### config.mk
export PLATFORM = sky130hd
export DESIGN_NAME = remap_target_bridge
export DESIGN_NICKNAME = d
export VERILOG_FILES = /design/src/inc/remap_pkg.sv /design/src/hdl/remap_axil_slave.sv /design/src/hdl/remap_alias_match.sv /design/src/hdl/remap_target_bridge.sv
export VERILOG_INCLUDE_DIRS = /design/src /design/src/inc
export SDC_FILE = /design/constraint.sdc
export NUM_CORES = 1
export LEC_CHECK = 0
export ABC_AREA = 1
export BUFFER_PORTS_ARGS = -buffer_cell sky130_fd_sc_hd__buf_4
export CAP_MARGIN = 20
export CORE_AREA = 2 2 121 99
export CTS_CLUSTER_DIAMETER = 150
export DETAILED_ROUTE_END_ITERATION = 16
export DIE_AREA = 0 0 123 101
export GPL_TIMING_DRIVEN = 0
export PLACE_DENSITY = 0.8
export SETUP_SLACK_MARGIN = 0.05
export SYNTH_ARGS = -nofsm -noshare
export SYNTH_HDL_FRONTEND = slang
export SYNTH_SLANG_ARGS = --single-unit
### constraint.sdc
create_clock -name aclk -period 2.9 [get_ports aclk]
set_input_delay 0.58 -clock aclk [delete_from_list [all_inputs] [get_ports aclk]]
set_output_delay 0.58 -clock aclk [all_outputs]
set_load 0.01 [all_outputs]
### src/inc/remap_map.svh
// Register indices, field positions and reset values of the remap block.
// Assumes byte address = index * 4 on a 32-bit AXI4-Lite bus.
`ifndef REMAP_MAP_SVH
`define REMAP_MAP_SVH
`define TARGET_BASE_IDX 10'h074
`define TARGET5_IDX     10'h074
`define TARGET6_IDX     10'h075
`define TARGET7_IDX     10'h076
`define ALIAS_BASE_IDX  10'h07B
`define ALIAS5_IDX      10'h07B
`define ALIAS6_IDX      10'h07C
`define ALIAS7_IDX      10'h07D
`define STATUS_IDX      10'h07E
`define ENTRY_RESET     7'h00
`define ADDR_MSB        7
`define ADDR_LSB        1
`define FIELD_ZERO      7'h00
`define RESP_OKAY       2'h0
`define RESP_SLVERR     2'h2
`define WORD_LSB        2
`define FIRST_TARGET    5
`endif

### src/inc/remap_pkg.sv
// Types shared by the remote target remap block.
// Assumes nothing beyond a SystemVerilog compiler.
package remap_pkg;
  typedef struct packed {
    logic [6:0] addr;
    logic       rnw;
  } i2c_req_type;

  typedef enum logic [1:0] {
    RES_NONE     = 2'b00,
    RES_FORWARD  = 2'b01,
    RES_DISABLED = 2'b10,
    RES_NO_MATCH = 2'b11
  } result_type;

  typedef enum logic [1:0] {
    ST_IDLE    = 2'b00,
    ST_FORWARD = 2'b01,
    ST_DONE    = 2'b10
  } state_type;
endpackage : remap_pkg

### src/hdl/remap_axil_slave.sv
// AXI4-Lite slave front end turning bus transfers into register strobes.
// Assumes the parent decodes the word index and answers hits combinationally.
`timescale 1ns/100ps
`default_nettype none
`include "remap_map.svh"
module remap_axil_slave #(
  parameter int ADDR_WIDTH = 12
) (
  // Clock and reset
  input  wire logic                  aclk,
  input  wire logic                  aresetn,
  // Write channels
  input  wire logic                  awvalid,
  output var  logic                  awready,
  input  wire logic [ADDR_WIDTH-1:0] awaddr,
  input  wire logic                  wvalid,
  output var  logic                  wready,
  input  wire logic [31:0]           wdata,
  input  wire logic [3:0]            wstrb,
  output var  logic                  bvalid,
  input  wire logic                  bready,
  output var  logic [1:0]            bresp,
  // Read channels
  input  wire logic                  arvalid,
  output var  logic                  arready,
  input  wire logic [ADDR_WIDTH-1:0] araddr,
  output var  logic                  rvalid,
  input  wire logic                  rready,
  output var  logic [31:0]           rdata,
  output var  logic [1:0]            rresp,
  // Register side
  output var  logic                  wr_en,
  output var  logic [9:0]            wr_index,
  output var  logic [7:0]            wr_data,
  output var  logic                  wr_lane0,
  input  wire logic                  wr_hit,
  output var  logic [9:0]            rd_index,
  input  wire logic [31:0]           rd_data,
  input  wire logic                  rd_hit
);
  if (ADDR_WIDTH < 12) begin : g_width_check
    $error("ADDR_WIDTH must be at least 12");
  end

  logic [9:0] aw_index;
  logic [9:0] ar_index;
  logic       rd_fire;

  // A write fires once both address and data are held
  assign wr_en    = !awready && !wready && !bvalid;
  assign wr_index = aw_index;
  assign rd_index = ar_index;
  assign rd_fire  = !arready && !rvalid;

  // Write address and data taken in either order
  always_ff @(posedge aclk) begin
    if (!aresetn) begin
      awready  <= 1'b1;
      wready   <= 1'b1;
      bvalid   <= 1'b0;
      bresp    <= `RESP_OKAY;
      aw_index <= 10'h000;
      wr_data  <= 8'h00;
      wr_lane0 <= 1'b0;
    end else begin
      if (awvalid && awready) begin
        awready  <= 1'b0;
        aw_index <= awaddr[`WORD_LSB +: 10];
      end
      if (wvalid && wready) begin
        wready   <= 1'b0;
        wr_data  <= wdata[7:0];
        wr_lane0 <= wstrb[0];
      end
      if (wr_en) begin
        bvalid <= 1'b1;
        bresp  <= wr_hit ? `RESP_OKAY : `RESP_SLVERR;
      end
      if (bvalid && bready) begin
        bvalid  <= 1'b0;
        awready <= 1'b1;
        wready  <= 1'b1;
      end
    end
  end

  // Read answered one cycle after the address is taken
  always_ff @(posedge aclk) begin
    if (!aresetn) begin
      arready  <= 1'b1;
      rvalid   <= 1'b0;
      rdata    <= 32'h00000000;
      rresp    <= `RESP_OKAY;
      ar_index <= 10'h000;
    end else begin
      if (arvalid && arready) begin
        arready  <= 1'b0;
        ar_index <= araddr[`WORD_LSB +: 10];
      end
      if (rd_fire) begin
        rvalid <= 1'b1;
        rdata  <= rd_hit ? rd_data : 32'h00000000;
        rresp  <= rd_hit ? `RESP_OKAY : `RESP_SLVERR;
      end
      if (rvalid && rready) begin
        rvalid  <= 1'b0;
        arready <= 1'b1;
      end
    end
  end
endmodule : remap_axil_slave
`default_nettype wire

### src/hdl/remap_alias_match.sv
// Alias comparator: finds the entry whose alias equals the incoming address.
// Assumes alias and target tables are held stable by the parent.
`timescale 1ns/100ps
`default_nettype none
`include "remap_map.svh"
module remap_alias_match #(
  parameter int ENTRIES = 3
) (
  // Tables
  input  wire logic [ENTRIES-1:0][6:0] alias_table,
  input  wire logic [ENTRIES-1:0][6:0] target_table,
  // Lookup
  input  wire logic [6:0]              addr,
  output var  logic                    hit,
  output var  logic [1:0]              index,
  output var  logic                    disabled,
  output var  logic [6:0]              mapped
);
  if (ENTRIES < 1 || ENTRIES > 4) begin : g_entries_check
    $error("ENTRIES must be 1 to 4");
  end

  // Each entry compared on its own; lowest index wins on a duplicate
  always_comb begin
    hit      = 1'b0;
    index    = 2'h0;
    disabled = 1'b0;
    mapped   = addr;
    for (int i = ENTRIES - 1; i >= 0; i--) begin
      if (alias_table[i] != `FIELD_ZERO && alias_table[i] == addr) begin
        hit      = 1'b1;
        index    = 2'(i);
        disabled = (target_table[i] == `FIELD_ZERO);
        mapped   = target_table[i];
      end
    end
  end
endmodule : remap_alias_match
`default_nettype wire

### src/hdl/remap_target_bridge.sv
// Remote target remap for entries 5 to 7: register file, lookup and forwarding.
// Assumes a local I2C front end that presents decoded address bytes and a
// control channel sender that takes remapped requests by valid and ready.
`timescale 1ns/100ps
`default_nettype none
`include "remap_map.svh"
module remap_target_bridge #(
  parameter int ADDR_WIDTH = 12,
  parameter int ENTRIES    = 3
) (
  // Clock and reset
  input  wire logic                     aclk,
  input  wire logic                     aresetn,
  // AXI4-Lite write channels
  input  wire logic                     awvalid,
  output var  logic                     awready,
  input  wire logic [ADDR_WIDTH-1:0]    awaddr,
  input  wire logic                     wvalid,
  output var  logic                     wready,
  input  wire logic [31:0]              wdata,
  input  wire logic [3:0]               wstrb,
  output var  logic                     bvalid,
  input  wire logic                     bready,
  output var  logic [1:0]               bresp,
  // AXI4-Lite read channels
  input  wire logic                     arvalid,
  output var  logic                     arready,
  input  wire logic [ADDR_WIDTH-1:0]    araddr,
  output var  logic                     rvalid,
  input  wire logic                     rready,
  output var  logic [31:0]              rdata,
  output var  logic [1:0]               rresp,
  // Local I2C requests
  input  wire logic                     req_valid,
  output var  logic                     req_ready,
  input  wire remap_pkg::i2c_req_type   req,
  // Requests toward the control channel
  output var  logic                     fwd_valid,
  input  wire logic                     fwd_ready,
  output var  remap_pkg::i2c_req_type   fwd,
  // Outcome of each request
  output var  logic                     done_valid,
  output var  remap_pkg::result_type    done_result,
  output var  logic [1:0]               done_index
);
  import remap_pkg::*;

  if (ENTRIES != 3) begin : g_entries_check
    $error("ENTRIES must be 3 for this register map");
  end

  logic [ENTRIES-1:0][6:0] target_addr;
  logic [ENTRIES-1:0][6:0] alias_addr;
  logic                    wr_en;
  logic [9:0]              wr_index;
  logic [7:0]              wr_data;
  logic                    wr_lane0;
  logic [9:0]              rd_index;
  logic [31:0]             rd_data;
  logic                    wr_hit;
  logic                    rd_hit;
  logic                    match_hit;
  logic [1:0]              match_index;
  logic                    match_disabled;
  logic [6:0]              match_addr;
  state_type               state;
  state_type               next_state;
  result_type              last_result;
  logic [1:0]              last_index;
  logic                    take;

  // Bus front end
  remap_axil_slave #(
    .ADDR_WIDTH (ADDR_WIDTH)
  ) u_slave (
    .aclk     (aclk),
    .aresetn  (aresetn),
    .awvalid  (awvalid),
    .awready  (awready),
    .awaddr   (awaddr),
    .wvalid   (wvalid),
    .wready   (wready),
    .wdata    (wdata),
    .wstrb    (wstrb),
    .bvalid   (bvalid),
    .bready   (bready),
    .bresp    (bresp),
    .arvalid  (arvalid),
    .arready  (arready),
    .araddr   (araddr),
    .rvalid   (rvalid),
    .rready   (rready),
    .rdata    (rdata),
    .rresp    (rresp),
    .wr_en    (wr_en),
    .wr_index (wr_index),
    .wr_data  (wr_data),
    .wr_lane0 (wr_lane0),
    .wr_hit   (wr_hit),
    .rd_index (rd_index),
    .rd_data  (rd_data),
    .rd_hit   (rd_hit)
  );

  // Entry number of an index within a table, or none
  function automatic logic [2:0] entry_of(input logic [9:0] idx, input logic [9:0] base);
    logic [9:0] off;
    off = idx - base;
    entry_of = (idx >= base && off < 10'(ENTRIES)) ? {1'b1, off[1:0]} : 3'b000;
  endfunction : entry_of

  // Address decode for writes and reads
  wire [2:0] wr_tgt = entry_of(wr_index, `TARGET_BASE_IDX);
  wire [2:0] wr_als = entry_of(wr_index, `ALIAS_BASE_IDX);
  wire [2:0] rd_tgt = entry_of(rd_index, `TARGET_BASE_IDX);
  wire [2:0] rd_als = entry_of(rd_index, `ALIAS_BASE_IDX);
  wire       rd_sts = (rd_index == `STATUS_IDX);
  assign wr_hit = wr_tgt[2] || wr_als[2] || (wr_index == `STATUS_IDX);
  assign rd_hit = rd_tgt[2] || rd_als[2] || rd_sts;

  // Read mux; bit 0 of every entry reads as zero
  wire [6:0] rd_field = rd_tgt[2] ? target_addr[rd_tgt[1:0]] :
                        rd_als[2] ? alias_addr[rd_als[1:0]] : `FIELD_ZERO;
  wire [7:0] status_byte = {3'h0, state == ST_IDLE, last_index, last_result};
  assign rd_data = rd_sts ? {24'h000000, status_byte}
                          : {24'h000000, rd_field, 1'b0};

  // Entry registers, written only through byte lane 0
  always_ff @(posedge aclk) begin
    if (!aresetn) begin
      target_addr <= {ENTRIES{`ENTRY_RESET}};
      alias_addr  <= {ENTRIES{`ENTRY_RESET}};
    end else if (wr_en && wr_lane0) begin
      if (wr_tgt[2]) begin
        target_addr[wr_tgt[1:0]] <= wr_data[`ADDR_MSB:`ADDR_LSB];
      end
      if (wr_als[2]) begin
        alias_addr[wr_als[1:0]] <= wr_data[`ADDR_MSB:`ADDR_LSB];
      end
    end
  end

  // Alias lookup
  remap_alias_match #(
    .ENTRIES (ENTRIES)
  ) u_match (
    .alias_table  (alias_addr),
    .target_table (target_addr),
    .addr         (req.addr),
    .hit          (match_hit),
    .index        (match_index),
    .disabled     (match_disabled),
    .mapped       (match_addr)
  );

  // Request sequencing
  assign take = req_valid && req_ready;
  always_comb begin
    next_state = state;
    unique case (state)
      ST_IDLE: begin
        if (take) next_state = (match_hit && !match_disabled) ? ST_FORWARD : ST_DONE;
      end
      ST_FORWARD: begin
        if (fwd_ready) next_state = ST_DONE;
      end
      ST_DONE: begin
        next_state = ST_IDLE;
      end
      default: next_state = ST_IDLE;
    endcase
  end

  always_ff @(posedge aclk) begin
    if (!aresetn) begin
      state       <= ST_IDLE;
      req_ready   <= 1'b1;
      fwd_valid   <= 1'b0;
      fwd         <= '0;
      done_valid  <= 1'b0;
      done_result <= RES_NONE;
      done_index  <= 2'h0;
      last_result <= RES_NONE;
      last_index  <= 2'h0;
    end else begin
      state      <= next_state;
      req_ready  <= (next_state == ST_IDLE);
      done_valid <= (state == ST_FORWARD && fwd_ready) || (take && next_state == ST_DONE);
      if (take) begin
        fwd         <= '{addr: match_addr, rnw: req.rnw};
        fwd_valid   <= match_hit && !match_disabled;
        done_index  <= match_index;
        done_result <= !match_hit ? RES_NO_MATCH :
                       match_disabled ? RES_DISABLED : RES_FORWARD;
        last_index  <= match_index;
        last_result <= !match_hit ? RES_NO_MATCH :
                       match_disabled ? RES_DISABLED : RES_FORWARD;
      end else if (fwd_valid && fwd_ready) begin
        fwd_valid <= 1'b0;
      end
    end
  end

  logic [6:0] seen_target;
  assign seen_target = target_addr[match_index];
endmodule : remap_target_bridge
`default_nettype wire

## Word-level counts from Yosys, hierarchy flattened

Cells that the tools add are included.

- Register bits after elaboration: 129
- Latch bits: 0
- RAM bits: 0
- Memory bits (read-only): 0
- Bits of input ports: 77
- Output and inout port bits: 56
- Word-level logic and storage cells: 139
- Memories kept: 0

- Add/sub/neg operators: 4
- $mul: 0
- Divide/modulo/power cells: 0
- Order comparisons: 14
- Eq/ne operators: 7
- Shift-type cells: 0
- Muxes and demuxes: 40
- Bitwise logic cells: 1
- Reduce and logical (&&, ||, !) cells: 47

Operators by type and width:

| kind | count |
|---|---|
| 7-bit 2-to-1 mux | 9 |
| 21-bit bitwise mux | 2 |
| 10-bit by 7-bit greater-or-equal comparator with 1-bit output, second input constant | 4 |
| 10-bit by 2-bit < comparator with 1-bit output, second input constant | 4 |
| 10-bit by 7-bit subtractor with 10-bit output, second input constant | 4 |
| 7-bit binary-select mux with 2-bit select | 2 |
| 7-bit demux with 2-bit select | 2 |
| 1-bit logical AND | 23 |
| 7-bit equality test | 3 |
| 7-bit zero test | 3 |
| 7-bit nonzero test | 3 |
| 10-bit by 7-bit equality test with 1-bit output, second input constant | 2 |
| 2-bit 2-to-1 mux | 10 |
| 8-bit 2-to-1 mux | 2 |
| 2-bit by 3-bit < comparator with 1-bit output, second input constant | 4 |
| 3-bit 2-to-1 mux | 4 |
| 1-bit 2-to-1 mux | 8 |
| 1-bit zero test | 6 |
| 1-bit logical OR | 5 |
| 2-bit by 1-bit greater-or-equal comparator with 1-bit output, second input constant | 2 |
| 2-bit zero test | 2 |
| 2-bit one-hot mux with 2 select lines | 1 |
| 2-bit AND reduction | 2 |
| 2-bit OR reduction | 2 |
| 4 further kinds | 4 |

## Logic depth before layout (Yosys ltp)

- Depth after elaboration: 13
- Gate-level depth with buffers: 17
- Depth with buffers taken out: 16

## Hierarchy

Synthesis repeated with hierarchy kept, for this count alone.

- Cell total of the unflattened synthesis: 1,057
- Area total of the unflattened synthesis: 6,715.2 um^2

By module, submodules not included:

| module | times used | cells an instance | area each (um^2) | seq. area each (um^2) |
|---|---|---|---|---|
| remap_target_bridge | 1 | 528 | 3,370.7 | 1,181.1 |
| remap_axil_slave | 1 | 341 | 2,507.4 | 1,361.3 |
| remap_alias_match | 1 | 188 | 837.1 | 0.0 |

## Worst setup path after synthesis

No wires, ideal clock.

- Path type: reg2reg
- From: reg u_slave.ar_index[0], in the netlist u_slave.rd_index[0]
- To: reg u_slave.rdata[5]
- Library setup time: 0.132 ns
- Data arrival time: 2.101 ns
- Data required time: 2.768 ns
- Setup slack: 0.667 ns
- Stages on the path, launching flop included: 18
- Path buffers: 2
- Period minus slack after synthesis: 2.233 ns
- Path through: dfxtp_1 -> buf_2 -> inv_1 -> clkbuf_1 -> ha_1 -> nand3b_1 -> nor2_1 -> nand2_1 -> inv_1 -> nand2_1 -> inv_1 -> nand2_1 -> nand3_1 -> nand2_1 -> nand2_1 -> nand2_1 -> nand2_1 -> a21oi_1

- Word-level cells in the longest chain between the ends: 10
- Elaborated cells between the ends (all ways): 21
- Those cells by class: add/sub: 2; order compare: 4; eq/ne: 1; mux: 10; reduce/logical: 4

RTL lines:

| element | RTL line | source |
|---|---|---|
| from (decl) | remap_axil_slave.sv:46 | `logic [9:0] ar_index;` |
| from (signal assigned) | remap_axil_slave.sv:98 | `` ar_index <= araddr[`WORD_LSB +: 10]; `` |
| 10-bit by 7-bit subtractor with 10-bit output | remap_target_bridge.sv:108 | `off = idx - base;` |
| 10-bit by 2-bit < comparator with 1-bit output | remap_target_bridge.sv:109 | `entry_of = (idx >= base && off < 10'(ENTRIES)) ? {1'b1, off[1:0]} : 3'b000;` |
| 1-bit logical AND | remap_target_bridge.sv:109 |  |
| 3-bit 2-to-1 mux | remap_target_bridge.sv:109 |  |
| 7-bit binary-select mux with 2-bit select | remap_target_bridge.sv:123 | `` rd_als[2] ? alias_addr[rd_als[1:0]] : `FIELD_ZERO; `` |
| 7-bit 2-to-1 mux (not written as such) | remap_target_bridge.sv:123 |  |
| 7-bit 2-to-1 mux (no line) (2 in a row) | n/a |  |
| 8-bit 2-to-1 mux | remap_target_bridge.sv:125 | `assign rd_data = rd_sts ? {24'h000000, status_byte}` |
| 8-bit 2-to-1 mux * | remap_axil_slave.sv:102 | `rdata <= rd_hit ? rd_data : 32'h00000000;` |
| to (signal assigned) | remap_axil_slave.sv:102 |  |
| to (decl) | remap_axil_slave.sv:29 | `output var logic [31:0] rdata,` |

Every way passes the cells marked *; elsewhere a longest branch is shown, timed or not. The select of a mux whose other input is x is not followed.
A chain may end at the register's enable or synchronous reset.

## Worst setup path after layout

- From: reg u_slave.aw_index[0], in the netlist u_slave.wr_index[0]
- To: reg alias_addr[4] (netlist bit)

- Word-level cells in the longest chain between the ends: 9
- Elaborated cells between the ends (all ways): 12
- Those cells by class: add/sub: 1; order compare: 4; mux: 4; reduce/logical: 3

RTL lines:

| element | RTL line | source |
|---|---|---|
| from (decl) | remap_axil_slave.sv:45 | `logic [9:0] aw_index;` |
| from (signal assigned) | remap_axil_slave.sv:68 | `` aw_index <= awaddr[`WORD_LSB +: 10]; `` |
| 10-bit by 7-bit subtractor with 10-bit output | remap_target_bridge.sv:108 |  |
| 10-bit by 2-bit < comparator with 1-bit output | remap_target_bridge.sv:109 |  |
| 1-bit logical AND | remap_target_bridge.sv:109 |  |
| 3-bit 2-to-1 mux * | remap_target_bridge.sv:109 |  |
| 2-bit by 3-bit < comparator with 1-bit output / 2-bit by 1-bit greater-or-equal comparator with 1-bit output (equally long branches) | remap_target_bridge.sv:138 | `` alias_addr[wr_als[1:0]] <= wr_data[`ADDR_MSB:`ADDR_LSB]; `` |
| 1-bit logical AND | remap_target_bridge.sv:138 |  |
| 7-bit 2-to-1 mux | remap_target_bridge.sv:138 |  |
| 7-bit demux with 2-bit select | remap_target_bridge.sv:138 |  |
| 21-bit bitwise mux | remap_target_bridge.sv:138 |  |
| to (signal assigned) | remap_target_bridge.sv:132 | `` alias_addr <= {ENTRIES{`ENTRY_RESET}}; `` |
| to (signal, indexed assignment) | remap_target_bridge.sv:138 |  |
| to (decl) | remap_target_bridge.sv:53 | `logic [ENTRIES-1:0][6:0] alias_addr;` |

Every way passes the cells marked *; elsewhere a longest branch is shown, timed or not.

==> flow_summary.ini <==
[synthesis]
avgSynthCellArea_um2 = 6.63
yosys-top-cells-count = nand2_1 (184), nor2_1 (131), dfxtp_1 (102)
synth-main-ff-cell = dfxtp_1
synth_edf_count = 0
yosysTopAreaCell = dfxtp_1
ys_warn_count = 0
netlist_top_cells_area = dfxtp_1 (37%), nand2_1 (13%), nor2_1 (8.9%)
yosysTopAreaCellShare_pct = 37.2
synth.most_common_cell = nand2_1
synth_cell_types = 41
yosysSeqAreaShare_pct = 37.2
netlist_instances = 829
synthArstFlopShare_pct = 0
synth_area_um2 = 5500
synth_seq_cells = 102

[floorplanning]
fp.dieArea_um2 = 12400
rows = 35
coreArea_um2 = 11300
die_w_um = 123
die_h_um = 101
start_util_pct = 48.6
ios = 133

[sta]
rsz0062_at_grt = no
finalWorstPathRequiredPeriod_ns = 2.59
report.final.slew_viol_count = 0
hold_viol = 0
setup_violations = 0
worstMarginPinSlew_ns = 0.727
max_freq_mhz = 386
max-slew-margin-rel_pct = 51.5
setup_tns_ns = 0
fin_worst_skew_ns = 0.0108
period_share_pct = 89.3

[grt]
grt_max_degree = 20
antenna_found_initial = 1
grt_pass1_vias = 5073
grt.total_usage_pct = 26.6
grt_overflow = 0
grt_pass1_wl_mm = 25.2

[layout]
insertedDiodeCount = 0
fin_util_pct = 58.6
final_nets = 1022
final_cell_area_um2 = 6630
fin_cells = 1091
layout-drive-gt1-share_pct = 15.4
syn2layout_area_growth_pct = 20.5
n_fill_cell = 1071

[placed_design]
hpwl_mm = 12.0
port_buffers = 73
place_congestion = 1.02
dp_cells = 1075
dpl_cell_area_um2 = 6320

[route]
first_pass_iters = 5
routed_wl_mm = 15.9
vias = 5660
wl_per_cell_um = 14.6
final_antenna_net_count = 0
drt_iter0_drc = 699
viasPerCell = 5.19
drc = 0

[setup_path]
cp.required_ns = 3.15
worst-path-max-fanout = 12
path_class = reg -> reg
worst_setup_path_end_kind = register
cp-start-kind = register
arrival_ns = 2.84

[clock_tree]
ctsHtreeMaxLevel = 3
cts_made_buffers = 9
cts_setup_buffers = 0
cts.path.max_buffers = 2
cts_tree = done
hold_buffers = 0
clkLatencyLatePin_ns = 0.36
cts.sink_count = 102
clk_pin_slew_worst_paths_ns = 0.07
root_buffer = clkbuf_16

[hold_path]
hold_class = in -> reg

[power]
combPwrFrac_pct = 13.4
power_switching_mw = 0.887
p_sw_share_pct = 28.5
p_leak_nw = 3.13
clockPowerShare_pct = 37.7
ir_drop_uv = 411
power_mw = 3.12
internal_power_mw = 2.23
pwr-share-seq_pct = 48.9
p_per_area_nw_per_um2 = 470

[job]
cap_violations = 0

[outcome]
outcome = complete, no violations
## layout by cell type (no fill, tap or decap), drive strengths merged, types with 2 or more instances in the layout
cell type	instances
a211oi	14
nand2	187
clkinv	4
nor2	135
clkbuf	28
nand4	13
o21bai	2
o211ai	6
nand3	31
buf	110
conb	26
o21a	2
xnor2	3
nand3b	2
dfxtp	102
o22ai	11
a21oi	60
inv	93
xor2	3
o21ai	66
nor3	28
ha	7
o211a	5
## per-stage QoR
step,hold WS [ns],worst slack (ns)
6_report,0.420,0.309
5_1_grt,0.431,0.0669
4_1_cts,0.412,0.134
3_5_place_dp,0.461,0.144
3_3_place_gp,0.458,0.199
2_1_floorplan,0.450,0.667
## power by group through the flow
stage	registers [mW]	clock network, mW	logic [mW]
floorplan	1.54	0	0.255
global placement	1.55	0	0.403
detailed placement	1.55	0	0.410
CTS	1.52	1.19	0.413
global route	1.53	1.25	0.467
finish	1.52	1.17	0.418
## path summary, 6_finish.rpt
kind / start / endpoint / slack, ns / cells after the start
hold / removal: arvalid / u_slave.arready / 0.42 / 2
hold reg to reg: u_slave.rdata[1] / u_slave.rdata[1] / 0.47 / 2
setup / recovery: u_slave.wr_index[0] / alias_addr[4] / 0.31 / 13
setup reg to reg: u_slave.wr_index[0] / alias_addr[4] / 0.31 / 13
## cell type report
class,count,area [um2],share of cell area [%]
Clock buffer,9,225,3.40
Clock inverter,7,67.6,1.02
Multi-Input combinational cell,605,2870,43.3
Inverter,91,342,5.16
Buffer,56,348,5.25
Timing Repair Buffer,73,548,8.27
Sequential cell,102,2040,30.8
Tap cell,148,185,2.80
## critical path: stages (launching register included)
cell	delay, ns
dfxtp_1	0.37
buf_6	0.16
inv_1	0.07
clkbuf_1	0.27
ha_1	0.29
nor3_1	0.20
nand2_1	0.09
nor3_2	0.10
o21ai_1	0.11
nor2_4	0.11
nand4_2	0.13
clkbuf_1	0.27
nor3_1	0.21
nor2_1	0.07
## flip-flops by register name (all words and copies together), names as in the netlist, 2 cells and up
signal	count
alias_addr	21
fwd	8
last_index	2
last_result	2
state	2
target_addr	21
u_slave.rd_index	10
u_slave.rdata	8
u_slave.wr_data	7
u_slave.wr_index	10
## metal layers
layer	track usage, %	share of wire, %	vias to the layer above
met2	38.8	41	296
met4	8.65	2.5	0
li1	-	-	2855
met5	0	0	-
met3	7.18	12	36
met1	38.0	45	2473
## timing repair
action,in CTS,in global routing
setup endpoints to repair,0,7
hold endpoints to repair,0,0
gates resized for setup,0,6
## cells by family (layout without fill, tap and decap cells)
| kind of cell | count (synthesis) | in the layout | share of synthesized area [%] |
|---|---|---|---|
| flip-flops | 102 | 102 | 37.2 |
| AND/OR/NAND/NOR | 399 | 399 | 30.7 |
| other | 1 | 26 | 0.0682 |
| XOR/XNOR | 6 | 6 | 0.956 |
| buffers and inverters | 147 | 236 | 12.5 |
| adder cells (fa/ha/maj) | 7 | 7 | 1.59 |
| AO/OA/AOI/OAI | 167 | 167 | 17.1 |
(Power assumes the default switching activity.)
